### config.mk
export PLATFORM = sky130hd
export DESIGN_NAME = ssfm_top
export DESIGN_NICKNAME = d
export VERILOG_FILES = /design/src/ssfm_pkg.sv /design/src/ssfm_ingress_fifo.sv /design/src/ssfm_top.sv
export SDC_FILE = /design/constraint.sdc
export NUM_CORES = 2
export LEC_CHECK = 0
export BUFFER_PORTS_ARGS = -buffer_cell sky130_fd_sc_hd__buf_2
export CAP_MARGIN = 20
export CORE_ASPECT_RATIO = 1.1
export CORE_MARGIN = 3
export CORE_UTILIZATION = 59
export DETAILED_ROUTE_END_ITERATION = 10
export PLACE_DENSITY_LB_ADDON = 0.12
export SETUP_SLACK_MARGIN = 0.1
export SLEW_MARGIN = 25
export SYNTH_ARGS = -nofsm -noshare
export SYNTH_HDL_FRONTEND = slang
export SYNTH_HIERARCHICAL = 1
export SYNTH_SLANG_ARGS = --single-unit
### constraint.sdc
create_clock -name clk_sys_i -period 11.3 [get_ports clk_sys_i]
set_clock_uncertainty 0.2 [all_clocks]
set_input_delay 0.565 -clock clk_sys_i [delete_from_list [all_inputs] [get_ports clk_sys_i]]
set_output_delay 0.565 -clock clk_sys_i [all_outputs]
set_load 0.05 [all_outputs]
### src/ssfm_pkg.sv
/*
 * Shared constants of the sensor sample buffer: register addresses,
 * field positions, mode codes, reset values and buffer sizes.
 * Assumes a byte-wide register port with seven-bit register addresses.
 */
package ssfm_pkg;

	// ****************************************************************
	// buffer geometry
	// ****************************************************************
	localparam int          SAMPLE_W       = 40;
	localparam int          STORE_DEPTH    = 32;
	localparam int          PTR_W          = 5;
	localparam int          CNT_W          = 6;
	localparam int          INGRESS_DEPTH  = 16;
	localparam logic [5:0]  CNT_FULL       = 6'h20;
	localparam logic [5:0]  CNT_ONE        = 6'h01;
	localparam logic [5:0]  CNT_REOPEN     = 6'h02;
	localparam logic [4:0]  PTR_ONE        = 5'h01;
	localparam logic [4:0]  PTR_ZERO       = 5'h00;

	// ****************************************************************
	// register addresses
	// ****************************************************************
	localparam logic [6:0]  ADDR_INT_CFG   = 7'h0B;
	localparam logic [6:0]  ADDR_CTRL_TWO  = 7'h11;
	localparam logic [6:0]  ADDR_CTRL_THR  = 7'h12;
	localparam logic [6:0]  ADDR_BUF_CTRL  = 7'h14;
	localparam logic [6:0]  ADDR_BUF_STAT  = 7'h26;
	localparam logic [6:0]  ADDR_PRESS_XL  = 7'h28;
	localparam logic [6:0]  ADDR_PRESS_L   = 7'h29;
	localparam logic [6:0]  ADDR_PRESS_H   = 7'h2A;
	localparam logic [6:0]  ADDR_TEMP_L    = 7'h2B;
	localparam logic [6:0]  ADDR_TEMP_H    = 7'h2C;
	localparam logic [6:0]  ADDR_STEP      = 7'h01;
	localparam int          SUB_AUTOINC    = 7;

	// ****************************************************************
	// field positions and reset values
	// ****************************************************************
	localparam int          CT2_BUF_EN     = 6;
	localparam int          CT2_STOP_WM    = 5;
	localparam int          CT3_WM_IRQ     = 4;
	localparam int          CT3_OVR_IRQ    = 3;
	localparam int          BST_WM_FLAG    = 7;
	localparam int          BST_OVR_FLAG   = 6;
	localparam logic [7:0]  REG_RESET      = 8'h00;

	// ****************************************************************
	// mode codes and effective behaviours
	// ****************************************************************
	localparam logic [2:0]  MODE_BYPASS    = 3'h0;
	localparam logic [2:0]  MODE_FIFO      = 3'h1;
	localparam logic [2:0]  MODE_STREAM    = 3'h2;
	localparam logic [2:0]  MODE_STR2FIFO  = 3'h3;
	localparam logic [2:0]  MODE_BYP2STR   = 3'h4;
	localparam logic [2:0]  MODE_SPARE     = 3'h5;
	localparam logic [2:0]  MODE_DYNSTREAM = 3'h6;
	localparam logic [2:0]  MODE_BYP2FIFO  = 3'h7;

	typedef enum logic [1:0] {
		EFF_BYPASS = 2'h0,
		EFF_FIFO   = 2'h1,
		EFF_STREAM = 2'h3,
		EFF_DYN    = 2'h2
	} ssfm_eff_e;

endpackage

### src/ssfm_ingress_fifo.sv
/*
 * Small synchronous FIFO with valid/ready on both sides.
 * Assumes a single clock; width and depth are parameters, depth a
 * power of two.
 */
`timescale 1ns/1ps
`default_nettype none

module ssfm_ingress_fifo #(
	parameter int WIDTH = 40,
	parameter int DEPTH = 16
) (
	// clock and reset
	input  wire logic             clk_sys_i,
	input  wire logic             rst_n_i,
	// fill side
	input  wire logic             in_valid_i,
	output logic                  in_ready_o,
	input  wire logic [WIDTH-1:0] in_data_i,
	// drain side
	output logic                  out_valid_o,
	input  wire logic             out_ready_i,
	output logic [WIDTH-1:0]      out_data_o
);

	// ****************************************************************
	// storage and pointers
	// ****************************************************************
	localparam int AW = $clog2(DEPTH);

	logic [WIDTH-1:0] mem_q [DEPTH];
	logic [AW-1:0]    wr_q;
	logic [AW-1:0]    rd_q;
	logic [AW:0]      fill_q;
	wire  logic       push;
	wire  logic       pop;

	// honest full/empty come straight from the fill count
	assign in_ready_o  = (fill_q != (AW+1)'(DEPTH));
	assign out_valid_o = (fill_q != '0);
	assign push        = in_valid_i && in_ready_o;
	assign pop         = out_valid_o && out_ready_i;
	assign out_data_o  = mem_q[rd_q];

	// data array, no reset needed for payload
	always_ff @(posedge clk_sys_i) begin
		if (push) begin
			mem_q[wr_q] <= in_data_i;
		end
	end

	// pointers and fill level
	always_ff @(posedge clk_sys_i or negedge rst_n_i) begin
		if (!rst_n_i) begin
			wr_q   <= '0;
			rd_q   <= '0;
			fill_q <= '0;
		end else begin
			if (push) begin
				wr_q <= wr_q + AW'(1);
			end
			if (pop) begin
				rd_q <= rd_q + AW'(1);
			end
			if (push && !pop) begin
				fill_q <= fill_q + (AW+1)'(1);
			end else if (pop && !push) begin
				fill_q <= fill_q - (AW+1)'(1);
			end
		end
	end

endmodule

`default_nettype wire

### src/ssfm_top.sv
/*
 * Sensor sample buffer: 32 x 40-bit store with seven modes, status,
 * watermark/overrun pin and the five output registers.
 * Assumes a protocol engine on the same clock that hands over the
 * sub-address byte, write bytes and read strobes, and a sensing chain
 * that pushes one sample per conversion.
 */
`timescale 1ns/1ps
`default_nettype none

module ssfm_top (
	// clock and reset
	input  wire logic        clk_sys_i,
	input  wire logic        rst_n_i,
	// samples from the conversion chain
	input  wire logic        sample_valid_i,
	output logic             sample_ready_o,
	input  wire logic [39:0] sample_data_i,
	// interrupt generator state
	input  wire logic        interrupt_active_i,
	// register port from the protocol engine
	input  wire logic        sub_load_i,
	input  wire logic [7:0]  sub_addr_i,
	input  wire logic        reg_wr_i,
	input  wire logic [7:0]  reg_wdata_i,
	input  wire logic        reg_rd_i,
	output logic [7:0]       reg_rdata_o,
	output logic             reg_rvalid_o,
	// pin
	output logic             data_ready_irq_pin_o
);

	// ****************************************************************
	// declarations
	// ****************************************************************
	logic [7:0]              int_cfg_q;
	logic [7:0]              ctrl_two_q;
	logic [7:0]              ctrl_three_q;
	logic [7:0]              buf_ctrl_q;
	logic [6:0]              addr_q;
	logic                    autoinc_q;
	logic [39:0]             hold_q;
	logic [7:0]              rdata_q;
	logic                    rvalid_q;
	logic                    pin_q;
	logic [39:0]             store_q [ssfm_pkg::STORE_DEPTH];
	logic [4:0]              wrp_q, wrp_d;
	logic [4:0]              rdp_q, rdp_d;
	logic [5:0]              cnt_q, cnt_d;
	logic                    ovr_q, ovr_d;
	logic                    ret_q, ret_d;
	logic                    st_we;
	logic [4:0]              st_wa;
	ssfm_pkg::ssfm_eff_e     eff;

	wire  logic              in_valid;
	wire  logic [39:0]       in_data;
	wire  logic              ingest;
	wire  logic              acc_rd;
	wire  logic              acc_wr;
	wire  logic              pop;
	wire  logic [2:0]        mode;
	wire  logic [4:0]        wm_level;
	wire  logic              buf_en;
	wire  logic              stop_wm;
	wire  logic [5:0]        depth;
	wire  logic              full;
	wire  logic              wm_flag;
	wire  logic [7:0]        status;
	wire  logic [39:0]       head_word;
	wire  logic [6:0]        addr_next;
	logic [7:0]              rd_mux;

	// ****************************************************************
	// ingress buffer
	// ****************************************************************
	// a host pop and a new sample never touch the store in one cycle;
	// the pop wins and the sample waits here
	ssfm_ingress_fifo #(
		.WIDTH (ssfm_pkg::SAMPLE_W),
		.DEPTH (ssfm_pkg::INGRESS_DEPTH)
	) u_ingress (
		.clk_sys_i   (clk_sys_i),
		.rst_n_i     (rst_n_i),
		.in_valid_i  (sample_valid_i),
		.in_ready_o  (sample_ready_o),
		.in_data_i   (sample_data_i),
		.out_valid_o (in_valid),
		.out_ready_i (!pop),
		.out_data_o  (in_data)
	);

	assign ingest = in_valid && !pop;

	// ****************************************************************
	// field decode
	// ****************************************************************
	assign mode     = buf_ctrl_q[7:5];
	assign wm_level = buf_ctrl_q[4:0];
	assign buf_en   = ctrl_two_q[ssfm_pkg::CT2_BUF_EN];
	assign stop_wm  = ctrl_two_q[ssfm_pkg::CT2_STOP_WM];
	assign depth    = stop_wm ? ({1'b0, wm_level} + ssfm_pkg::CNT_ONE)
	                          : ssfm_pkg::CNT_FULL;
	assign full     = (cnt_q >= depth);
	assign wm_flag  = (wm_level != 5'h00) && (cnt_q >= {1'b0, wm_level});
	assign status   = {wm_flag, ovr_q, cnt_q};
	assign head_word = store_q[rdp_q];

	// effective behaviour from mode code, enable and trigger state
	always_comb begin
		eff = ssfm_pkg::EFF_BYPASS;
		if (buf_en) begin
			unique case (mode)
				ssfm_pkg::MODE_BYPASS:    eff = ssfm_pkg::EFF_BYPASS;
				ssfm_pkg::MODE_FIFO:      eff = ssfm_pkg::EFF_FIFO;
				ssfm_pkg::MODE_STREAM:    eff = ssfm_pkg::EFF_STREAM;
				ssfm_pkg::MODE_DYNSTREAM: eff = ssfm_pkg::EFF_DYN;
				ssfm_pkg::MODE_STR2FIFO:  eff = interrupt_active_i ? ssfm_pkg::EFF_FIFO
				                                                   : ssfm_pkg::EFF_STREAM;
				ssfm_pkg::MODE_BYP2STR:   eff = interrupt_active_i ? ssfm_pkg::EFF_STREAM
				                                                   : ssfm_pkg::EFF_BYPASS;
				ssfm_pkg::MODE_BYP2FIFO:  eff = interrupt_active_i ? ssfm_pkg::EFF_FIFO
				                                                   : ssfm_pkg::EFF_BYPASS;
				ssfm_pkg::MODE_SPARE:     eff = ssfm_pkg::EFF_BYPASS; // undefined code parks
			endcase
		end
	end

	// ****************************************************************
	// register access decode
	// ****************************************************************
	// a sub-address load owns its cycle; any strobe beside it is dropped
	assign acc_rd = reg_rd_i && !sub_load_i;
	assign acc_wr = reg_wr_i && !sub_load_i && !reg_rd_i;
	assign pop    = acc_rd && (addr_q == ssfm_pkg::ADDR_PRESS_XL) &&
	                (eff != ssfm_pkg::EFF_BYPASS) && (cnt_q != 6'h00);
	assign addr_next = (addr_q == ssfm_pkg::ADDR_TEMP_H) ? ssfm_pkg::ADDR_PRESS_XL
	                                                     : addr_q + ssfm_pkg::ADDR_STEP;

	// read mux; unmapped addresses answer zero
	always_comb begin
		rd_mux = 8'h00;
		unique case (addr_q)
			ssfm_pkg::ADDR_INT_CFG:  rd_mux = int_cfg_q;
			ssfm_pkg::ADDR_CTRL_TWO: rd_mux = ctrl_two_q;
			ssfm_pkg::ADDR_CTRL_THR: rd_mux = ctrl_three_q;
			ssfm_pkg::ADDR_BUF_CTRL: rd_mux = buf_ctrl_q;
			ssfm_pkg::ADDR_BUF_STAT: rd_mux = status;
			ssfm_pkg::ADDR_PRESS_XL: rd_mux = pop ? head_word[7:0] : hold_q[7:0];
			ssfm_pkg::ADDR_PRESS_L:  rd_mux = hold_q[15:8];
			ssfm_pkg::ADDR_PRESS_H:  rd_mux = hold_q[23:16];
			ssfm_pkg::ADDR_TEMP_L:   rd_mux = hold_q[31:24];
			ssfm_pkg::ADDR_TEMP_H:   rd_mux = hold_q[39:32];
			default:                 rd_mux = 8'h00;
		endcase
	end

	// ****************************************************************
	// store pointer and flag next state
	// ****************************************************************
	always_comb begin
		wrp_d = wrp_q;
		rdp_d = rdp_q;
		cnt_d = cnt_q;
		ovr_d = ovr_q;
		ret_d = ret_q;
		st_we = 1'b0;
		st_wa = wrp_q;
		// reading status clears overrun, but a new overwrite wins below
		if (acc_rd && (addr_q == ssfm_pkg::ADDR_BUF_STAT)) begin
			ovr_d = 1'b0;
		end
		if (eff == ssfm_pkg::EFF_BYPASS) begin
			// held flushed; only slot zero is ever written
			wrp_d = ssfm_pkg::PTR_ZERO;
			rdp_d = ssfm_pkg::PTR_ZERO;
			cnt_d = 6'h00;
			ovr_d = 1'b0;
			ret_d = 1'b0;
			st_we = ingest;
			st_wa = ssfm_pkg::PTR_ZERO;
		end else if (pop) begin
			rdp_d = rdp_q + ssfm_pkg::PTR_ONE;
			cnt_d = cnt_q - ssfm_pkg::CNT_ONE;
			ret_d = 1'b1;
		end else if (ingest) begin
			if (eff == ssfm_pkg::EFF_FIFO) begin
				if (!full) begin
					st_we = 1'b1;
					wrp_d = wrp_q + ssfm_pkg::PTR_ONE;
					cnt_d = cnt_q + ssfm_pkg::CNT_ONE;
				end
			end else begin
				st_we = 1'b1;
				wrp_d = wrp_q + ssfm_pkg::PTR_ONE;
				if (full) begin
					rdp_d = rdp_q + ssfm_pkg::PTR_ONE;
					ovr_d = 1'b1;
				end else if ((cnt_q == 6'h00) && ret_q && (eff == ssfm_pkg::EFF_STREAM)) begin
					// last read sample becomes unread again
					rdp_d = rdp_q - ssfm_pkg::PTR_ONE;
					cnt_d = ssfm_pkg::CNT_REOPEN;
				end else begin
					cnt_d = cnt_q + ssfm_pkg::CNT_ONE;
				end
			end
		end
	end

	// sample array, payload only
	always_ff @(posedge clk_sys_i) begin
		if (st_we) begin
			store_q[st_wa] <= in_data;
		end
	end

	// store control state
	always_ff @(posedge clk_sys_i or negedge rst_n_i) begin
		if (!rst_n_i) begin
			wrp_q <= ssfm_pkg::PTR_ZERO;
			rdp_q <= ssfm_pkg::PTR_ZERO;
			cnt_q <= 6'h00;
			ovr_q <= 1'b0;
			ret_q <= 1'b0;
		end else begin
			wrp_q <= wrp_d;
			rdp_q <= rdp_d;
			cnt_q <= cnt_d;
			ovr_q <= ovr_d;
			ret_q <= ret_d;
		end
	end

	// ****************************************************************
	// output holding registers
	// ****************************************************************
	// bypass shows the newest sample, buffered modes the popped one
	always_ff @(posedge clk_sys_i or negedge rst_n_i) begin
		if (!rst_n_i) begin
			hold_q <= '0;
		end else if (pop) begin
			hold_q <= head_word;
		end else if ((eff == ssfm_pkg::EFF_BYPASS) && ingest) begin
			hold_q <= in_data;
		end
	end

	// ****************************************************************
	// control registers and address pointer
	// ****************************************************************
	always_ff @(posedge clk_sys_i or negedge rst_n_i) begin
		if (!rst_n_i) begin
			int_cfg_q    <= ssfm_pkg::REG_RESET;
			ctrl_two_q   <= ssfm_pkg::REG_RESET;
			ctrl_three_q <= ssfm_pkg::REG_RESET;
			buf_ctrl_q   <= ssfm_pkg::REG_RESET;
		end else if (acc_wr) begin
			unique case (addr_q)
				ssfm_pkg::ADDR_INT_CFG:  int_cfg_q    <= reg_wdata_i;
				ssfm_pkg::ADDR_CTRL_TWO: ctrl_two_q   <= reg_wdata_i;
				ssfm_pkg::ADDR_CTRL_THR: ctrl_three_q <= reg_wdata_i;
				ssfm_pkg::ADDR_BUF_CTRL: buf_ctrl_q   <= reg_wdata_i;
				default:                 ;
			endcase
		end
	end

	// sub-address pointer with auto increment
	always_ff @(posedge clk_sys_i or negedge rst_n_i) begin
		if (!rst_n_i) begin
			addr_q    <= 7'h00;
			autoinc_q <= 1'b0;
		end else if (sub_load_i) begin
			addr_q    <= sub_addr_i[6:0];
			autoinc_q <= sub_addr_i[ssfm_pkg::SUB_AUTOINC];
		end else if ((acc_rd || acc_wr) && autoinc_q) begin
			addr_q <= addr_next;
		end
	end

	// read data and pin, all from flip-flops
	always_ff @(posedge clk_sys_i or negedge rst_n_i) begin
		if (!rst_n_i) begin
			rdata_q  <= 8'h00;
			rvalid_q <= 1'b0;
			pin_q    <= 1'b0;
		end else begin
			rvalid_q <= acc_rd;
			if (acc_rd) begin
				rdata_q <= rd_mux;
			end
			pin_q <= (ctrl_three_q[ssfm_pkg::CT3_WM_IRQ] && wm_flag) ||
			         (ctrl_three_q[ssfm_pkg::CT3_OVR_IRQ] && ovr_q);
		end
	end

	assign reg_rdata_o          = rdata_q;
	assign reg_rvalid_o         = rvalid_q;
	assign data_ready_irq_pin_o = pin_q;

	// ****************************************************************
	// assertions
	// ****************************************************************
	a_wm_zero_low: assert property (@(posedge clk_sys_i) disable iff (!rst_n_i)
		(wm_level == 5'h00) |-> !wm_flag) else $error("watermark flag with zero level");
	a_wm_level_set: assert property (@(posedge clk_sys_i) disable iff (!rst_n_i)
		wm_flag == ((wm_level != 5'h00) && (cnt_q >= {1'b0, wm_level})))
		else $error("watermark flag disagrees with count");
	a_count_bound: assert property (@(posedge clk_sys_i) disable iff (!rst_n_i)
		cnt_q <= ssfm_pkg::CNT_FULL) else $error("unread count above 32");
	a_fifo_stops: assert property (@(posedge clk_sys_i) disable iff (!rst_n_i)
		(eff == ssfm_pkg::EFF_FIFO && full && ingest) |=> (cnt_q == $past(cnt_q)))
		else $error("fifo mode accepted sample when full");
	a_bypass_empty: assert property (@(posedge clk_sys_i) disable iff (!rst_n_i)
		(eff == ssfm_pkg::EFF_BYPASS) |=> (cnt_q == 6'h00) && !ovr_q)
		else $error("bypass left samples or overrun");
	a_stream_reopen: assert property (@(posedge clk_sys_i) disable iff (!rst_n_i)
		(eff == ssfm_pkg::EFF_STREAM && cnt_q == 6'h00 && ret_q && ingest && !full)
		|=> (cnt_q == 6'h02)) else $error("stream count did not step to two");
	a_dyn_newonly: assert property (@(posedge clk_sys_i) disable iff (!rst_n_i)
		(eff == ssfm_pkg::EFF_DYN && cnt_q == 6'h00 && ingest && !full)
		|=> (cnt_q == 6'h01)) else $error("dynamic stream count not one");
	a_overrun_set: assert property (@(posedge clk_sys_i) disable iff (!rst_n_i)
		(eff inside {ssfm_pkg::EFF_STREAM, ssfm_pkg::EFF_DYN} && full && ingest)
		|=> ovr_q ##1 (pin_q || !ctrl_three_q[ssfm_pkg::CT3_OVR_IRQ]))
		else $error("overwrite did not raise overrun");
	a_pin_follows: assert property (@(posedge clk_sys_i) disable iff (!rst_n_i)
		pin_q == $past((ctrl_three_q[ssfm_pkg::CT3_WM_IRQ] && wm_flag) ||
		               (ctrl_three_q[ssfm_pkg::CT3_OVR_IRQ] && ovr_q)))
		else $error("data ready pin wrong");
	a_addr_wrap: assert property (@(posedge clk_sys_i) disable iff (!rst_n_i)
		(acc_rd && autoinc_q && addr_q == ssfm_pkg::ADDR_TEMP_H)
		|=> (addr_q == ssfm_pkg::ADDR_PRESS_XL)) else $error("burst address did not wrap");
	a_pop_loads: assert property (@(posedge clk_sys_i) disable iff (!rst_n_i)
		pop |=> (hold_q == $past(head_word)) && reg_rvalid_o &&
		        (reg_rdata_o == $past(head_word[7:0])))
		else $error("buffer read did not load oldest sample");

endmodule

`default_nettype wire

==> results.py <==
metrics = {
    "status": {
        "status": "finished clean",
    },
    "routing": {
        "num_vias": 39400,
        "drt_iter0_markers": 4464,
        "route.detailed.wl_per_inst_um": 31.8,
        "viasPerCell": 6.69,
        "dr.pass1.iters": 8,
        "drc": 0,
        "drt.antenna.violating_nets": 0,
        "finalWirelength_um": 187000,
    },
    "synthesis": {
        "synth-main-ff-cell": "edfxtp_1",
        "syn_nets": 3810,
        "yosysMostFrequentCell": "edfxtp_1",
        "syn_inst": 3715,
        "synth.top_cells.by_count": "edfxtp_1 (1,920), mux4_2 (480), mux2i_1 (198)",
        "synth_edf_count": 1920,
        "yosysSeqAreaShare_pct": 76.1,
        "synthArstFlopShare_pct": 5.93,
        "synthTopCellsByArea": "edfxtp_1 (72%), mux4_2 (14%), dfrtp_1 (3.8%)",
        "syn_area_um2": 79700,
        "yosys_warnings": 6,
        "syn-mean-instance-area_um2": 21.5,
        "synth_cell_types": 73,
        "synth_largest_area_cell": "edfxtp_1",
        "synth_seq_cells": 2041,
        "synth_top_area_share_pct": 72.3,
    },
    "job": {
        "maxCapViolations": 0,
    },
    "cells_and_area": {
        "final_area_um2": 89400,
        "syn_to_final_growth_pct": 12.2,
        "utilization_pct": 67.1,
        "drive_above_1_share_pct": 25.8,
        "final_net_count": 4041,
        "fillers": 8420,
    },
    "power_and_ir_drop": {
        "p_sw_mw": 6.22,
        "pwr-share-clk_pct": 29.3,
        "leakage_nw": 28.5,
        "vdd_drop_max_uv": 180,
        "p_comb_share_pct": 20.8,
        "p_per_area_nw_per_um2": 240,
        "pwr-share-seq_pct": 49.8,
        "p_int_mw": 15.2,
        "switching_share_pct": 29.0,
    },
    "floorplan": {
        "die-width_um": 356,
        "ios": 74,
        "dieHeight_um": 392,
        "start_util_pct": 59.8,
        "core_area_um2": 133000,
        "num_rows": 140,
        "fp.dieArea_um2": 140000,
    },
    "clock_network": {
        "clk_pin_slew_ns": 0.06,
        "cts_tree": "done",
        "cts_made_buffers": 195,
        "h-tree-depth": 4,
        "clkSinkCount": 2041,
        "clock_path_buffers": 3,
        "post-cts-setup-buffer-count": 0,
        "clkLatencyLatePin_ns": 0.82,
        "root_buffer": "clkbuf_16",
    },
    "place": {
        "placed_area_um2": 82500,
        "place_hpwl_um": 98200,
        "gp_congestion": 0.853,
        "port_buffers": 73,
    },
    "setup_path": {
        "worst_ep_required_time_ns": 11.54,
        "slowest_delay_ns": 0.68,
        "r2r_start": "buf_ctrl_q[0]",
        "cp_max_fo": 22,
        "crit_chain": "inv_1 -> ha_1 -> nand2_1 -> ha_1 -> a2111oi_2 -> o31ai_1 -> buf_4 -> a2111oi_2 -> nand3b_1 -> buf_4 -> nor2_4 -> buf_4",
        "cp-end-kind": "flop",
        "worst-endpoint-arrival_ns": 5.37,
        "start_kind": "flop",
        "crit_family": "buffers and inverters",
        "r2r-end": "store_q[26][14]",
        "r2r_cells": 12,
        "crit_path_frequent_cell": "buf_4",
        "worstSetupPathType": "flop to flop",
        "critPathBufInv": 4,
        "r2r_slack_ns": 6.17,
        "slowest_stage": "nor2_4",
    },
    "grt": {
        "antenna_found_initial": 4,
        "grtUsageTotal_pct": 27.4,
        "first_global_vias": 40500,
        "grt_start_max_net_pins": 156,
        "grt_overflow": 0,
        "grt_pass1_wl_um": 275000,
    },
    "sta": {
        "setup_viol": 0,
        "period_share_pct": 45.4,
        "rsz0062_at_grt": "false",
        "worst_pin_slew_ns": 1.10,
        "slew_headroom_pct": 26.9,
        "fmax_mhz": 195,
        "finalSetupTns_ns": 0,
        "report.final.hold_viol_count": 0,
        "maxSlewViolCount": 0,
        "fin_crit_ns": 5.13,
    },
    "worst_hold_path": {
        "min_to": "addr_q[3]",
        "hold_path_depth": 4,
        "hold_class": "input pin to flop",
        "min_from": "sub_load_i",
    },
}
[what timing repair did]
item                                   in CTS  in global routing
resized for setup                           0                  0
endpoints found under the hold margin     738                  0
hold buffers                               64                  0
[layout make-up]
| type | instances | area [um2] | share of cell area, % |
|---|---|---|---|
| diodes | 1 | 2.50 | 0.00280 |
| clock buffers | 253 | 5270 | 5.90 |
| clock inverters | 111 | 925 | 1.03 |
| inverters | 28 | 110 | 0.123 |
| multi-input cells | 1445 | 18400 | 20.5 |
| flip-flops and latches | 2041 | 60700 | 67.9 |
| well taps | 1775 | 2220 | 2.48 |
| repair buffers | 235 | 1820 | 2.03 |
[worst max path at each step]
stage / start / to / slack, ns / cells past startpoint
floorplan: buf_ctrl_q[0] / store_q[22][0] / 6.56 / 9
global placement: rdp_q[0] / reg_rdata_o[0] / 6.20 / 8
detailed placement: rdp_q[0] / reg_rdata_o[2] / 6.18 / 8
CTS: buf_ctrl_q[0] / store_q[26][14] / 6.16 / 12
global route: buf_ctrl_q[0] / store_q[26][22] / 5.88 / 12
finish: buf_ctrl_q[0] / store_q[26][14] / 6.17 / 12
[stage by stage]
stage	hold slack (ns)	setup WS, ns	std cells	total power [mW]
floorplan	0.0694	6.56	3715	13.4
global placement	0.289	6.20	5458	15.0
detailed placement	0.295	6.18	5458	15.3
CTS	0.00803	6.16	5886	21.6
global route	0.0776	5.88	5889	22.3
finish	0.0816	6.17	5889	21.4
[power by group through the flow]
| stage | combinational (mW) | sequential [mW] | clock [mW] |
|---|---|---|---|
| floorplan | 2.80 | 10.6 | 0 |
| global placement | 4.16 | 10.8 | 0 |
| detailed placement | 4.41 | 10.9 | 0 |
| CTS | 4.44 | 10.7 | 6.40 |
| global route | 4.84 | 10.7 | 6.70 |
| finish | 4.47 | 10.7 | 6.29 |
[worst register-to-register path, cell delays in order (launching register included)]
cell and delay (ns):
dfrtp_1 0.46, inv_1 0.10, ha_1 0.30, nand2_1 0.07
ha_1 0.32, a2111oi_2 0.45, o31ai_1 0.18, buf_4 0.21
a2111oi_2 0.52, nand3b_1 0.33, buf_4 0.29, nor2_4 0.68
buf_4 0.63
[cell families (layout without fill, tap and decap cells)]
group / count (synthesis) / count (layout) / synth area share, %
buffers and inverters: 229 / 627 / 1.41
adder cells (fa/ha/maj): 32 / 32 / 0.512
AND/OR/NAND/NOR: 308 / 308 / 1.84
other: 0 / 1 / 0
flip-flops: 2041 / 2041 / 76.1
AO/OA/AOI/OAI: 380 / 380 / 3.47
multiplexers: 707 / 707 / 16.5
XOR/XNOR: 18 / 18 / 0.198
[per-layer routing]
metal / track usage [%] / vias to the layer above / wire length, um
li1: - / 16200 / -
met1: 38.3 / 21000 / 72600
met2: 45.3 / 1862 / 94500
met3: 4.34 / 358 / 14600
met4: 8.56 / 4 / 5470
met5: 0 / - / 21
[cells in the final DEF, fill, tap and decap left out, types with 25 or more instances in the layout]
cell type / netlist / routed
clkbuf_16: 0 / 199
dfrtp_1: 121 / 113
buf_4: 9 / 91
buf_2: 62 / 72
nand3_1: 43 / 43
clkinv_1: 0 / 43
clkinv_2: 1 / 38
dlygate4sd3_1: 0 / 64
nand2_2: 0 / 25
nand2_1: 100 / 75
ha_1: 31 / 31
edfxtp_1: 1920 / 1920
mux4_2: 480 / 480
clkbuf_1: 101 / 45
mux2i_1: 198 / 198
nor2_1: 76 / 31
a22oi_1: 80 / 80
mux2_2: 29 / 29
nor2_4: 0 / 44
a221oi_1: 90 / 90
o21ai_0: 104 / 104
[sequential cells by signal, indices dropped and copies added, names as in the netlist, 5 cells and up]
register          flops
rdp_q                 5
ctrl_three_q          8
cnt_q                 6
store_q            1280
wrp_q                 5
reg_rdata_o           8
hold_q               40
ctrl_two_q            8
buf_ctrl_q            8
int_cfg_q             8
addr_q                7
u_ingress/fill_q      5
u_ingress/mem_q     640
Power figures use the tool's default switching activity.
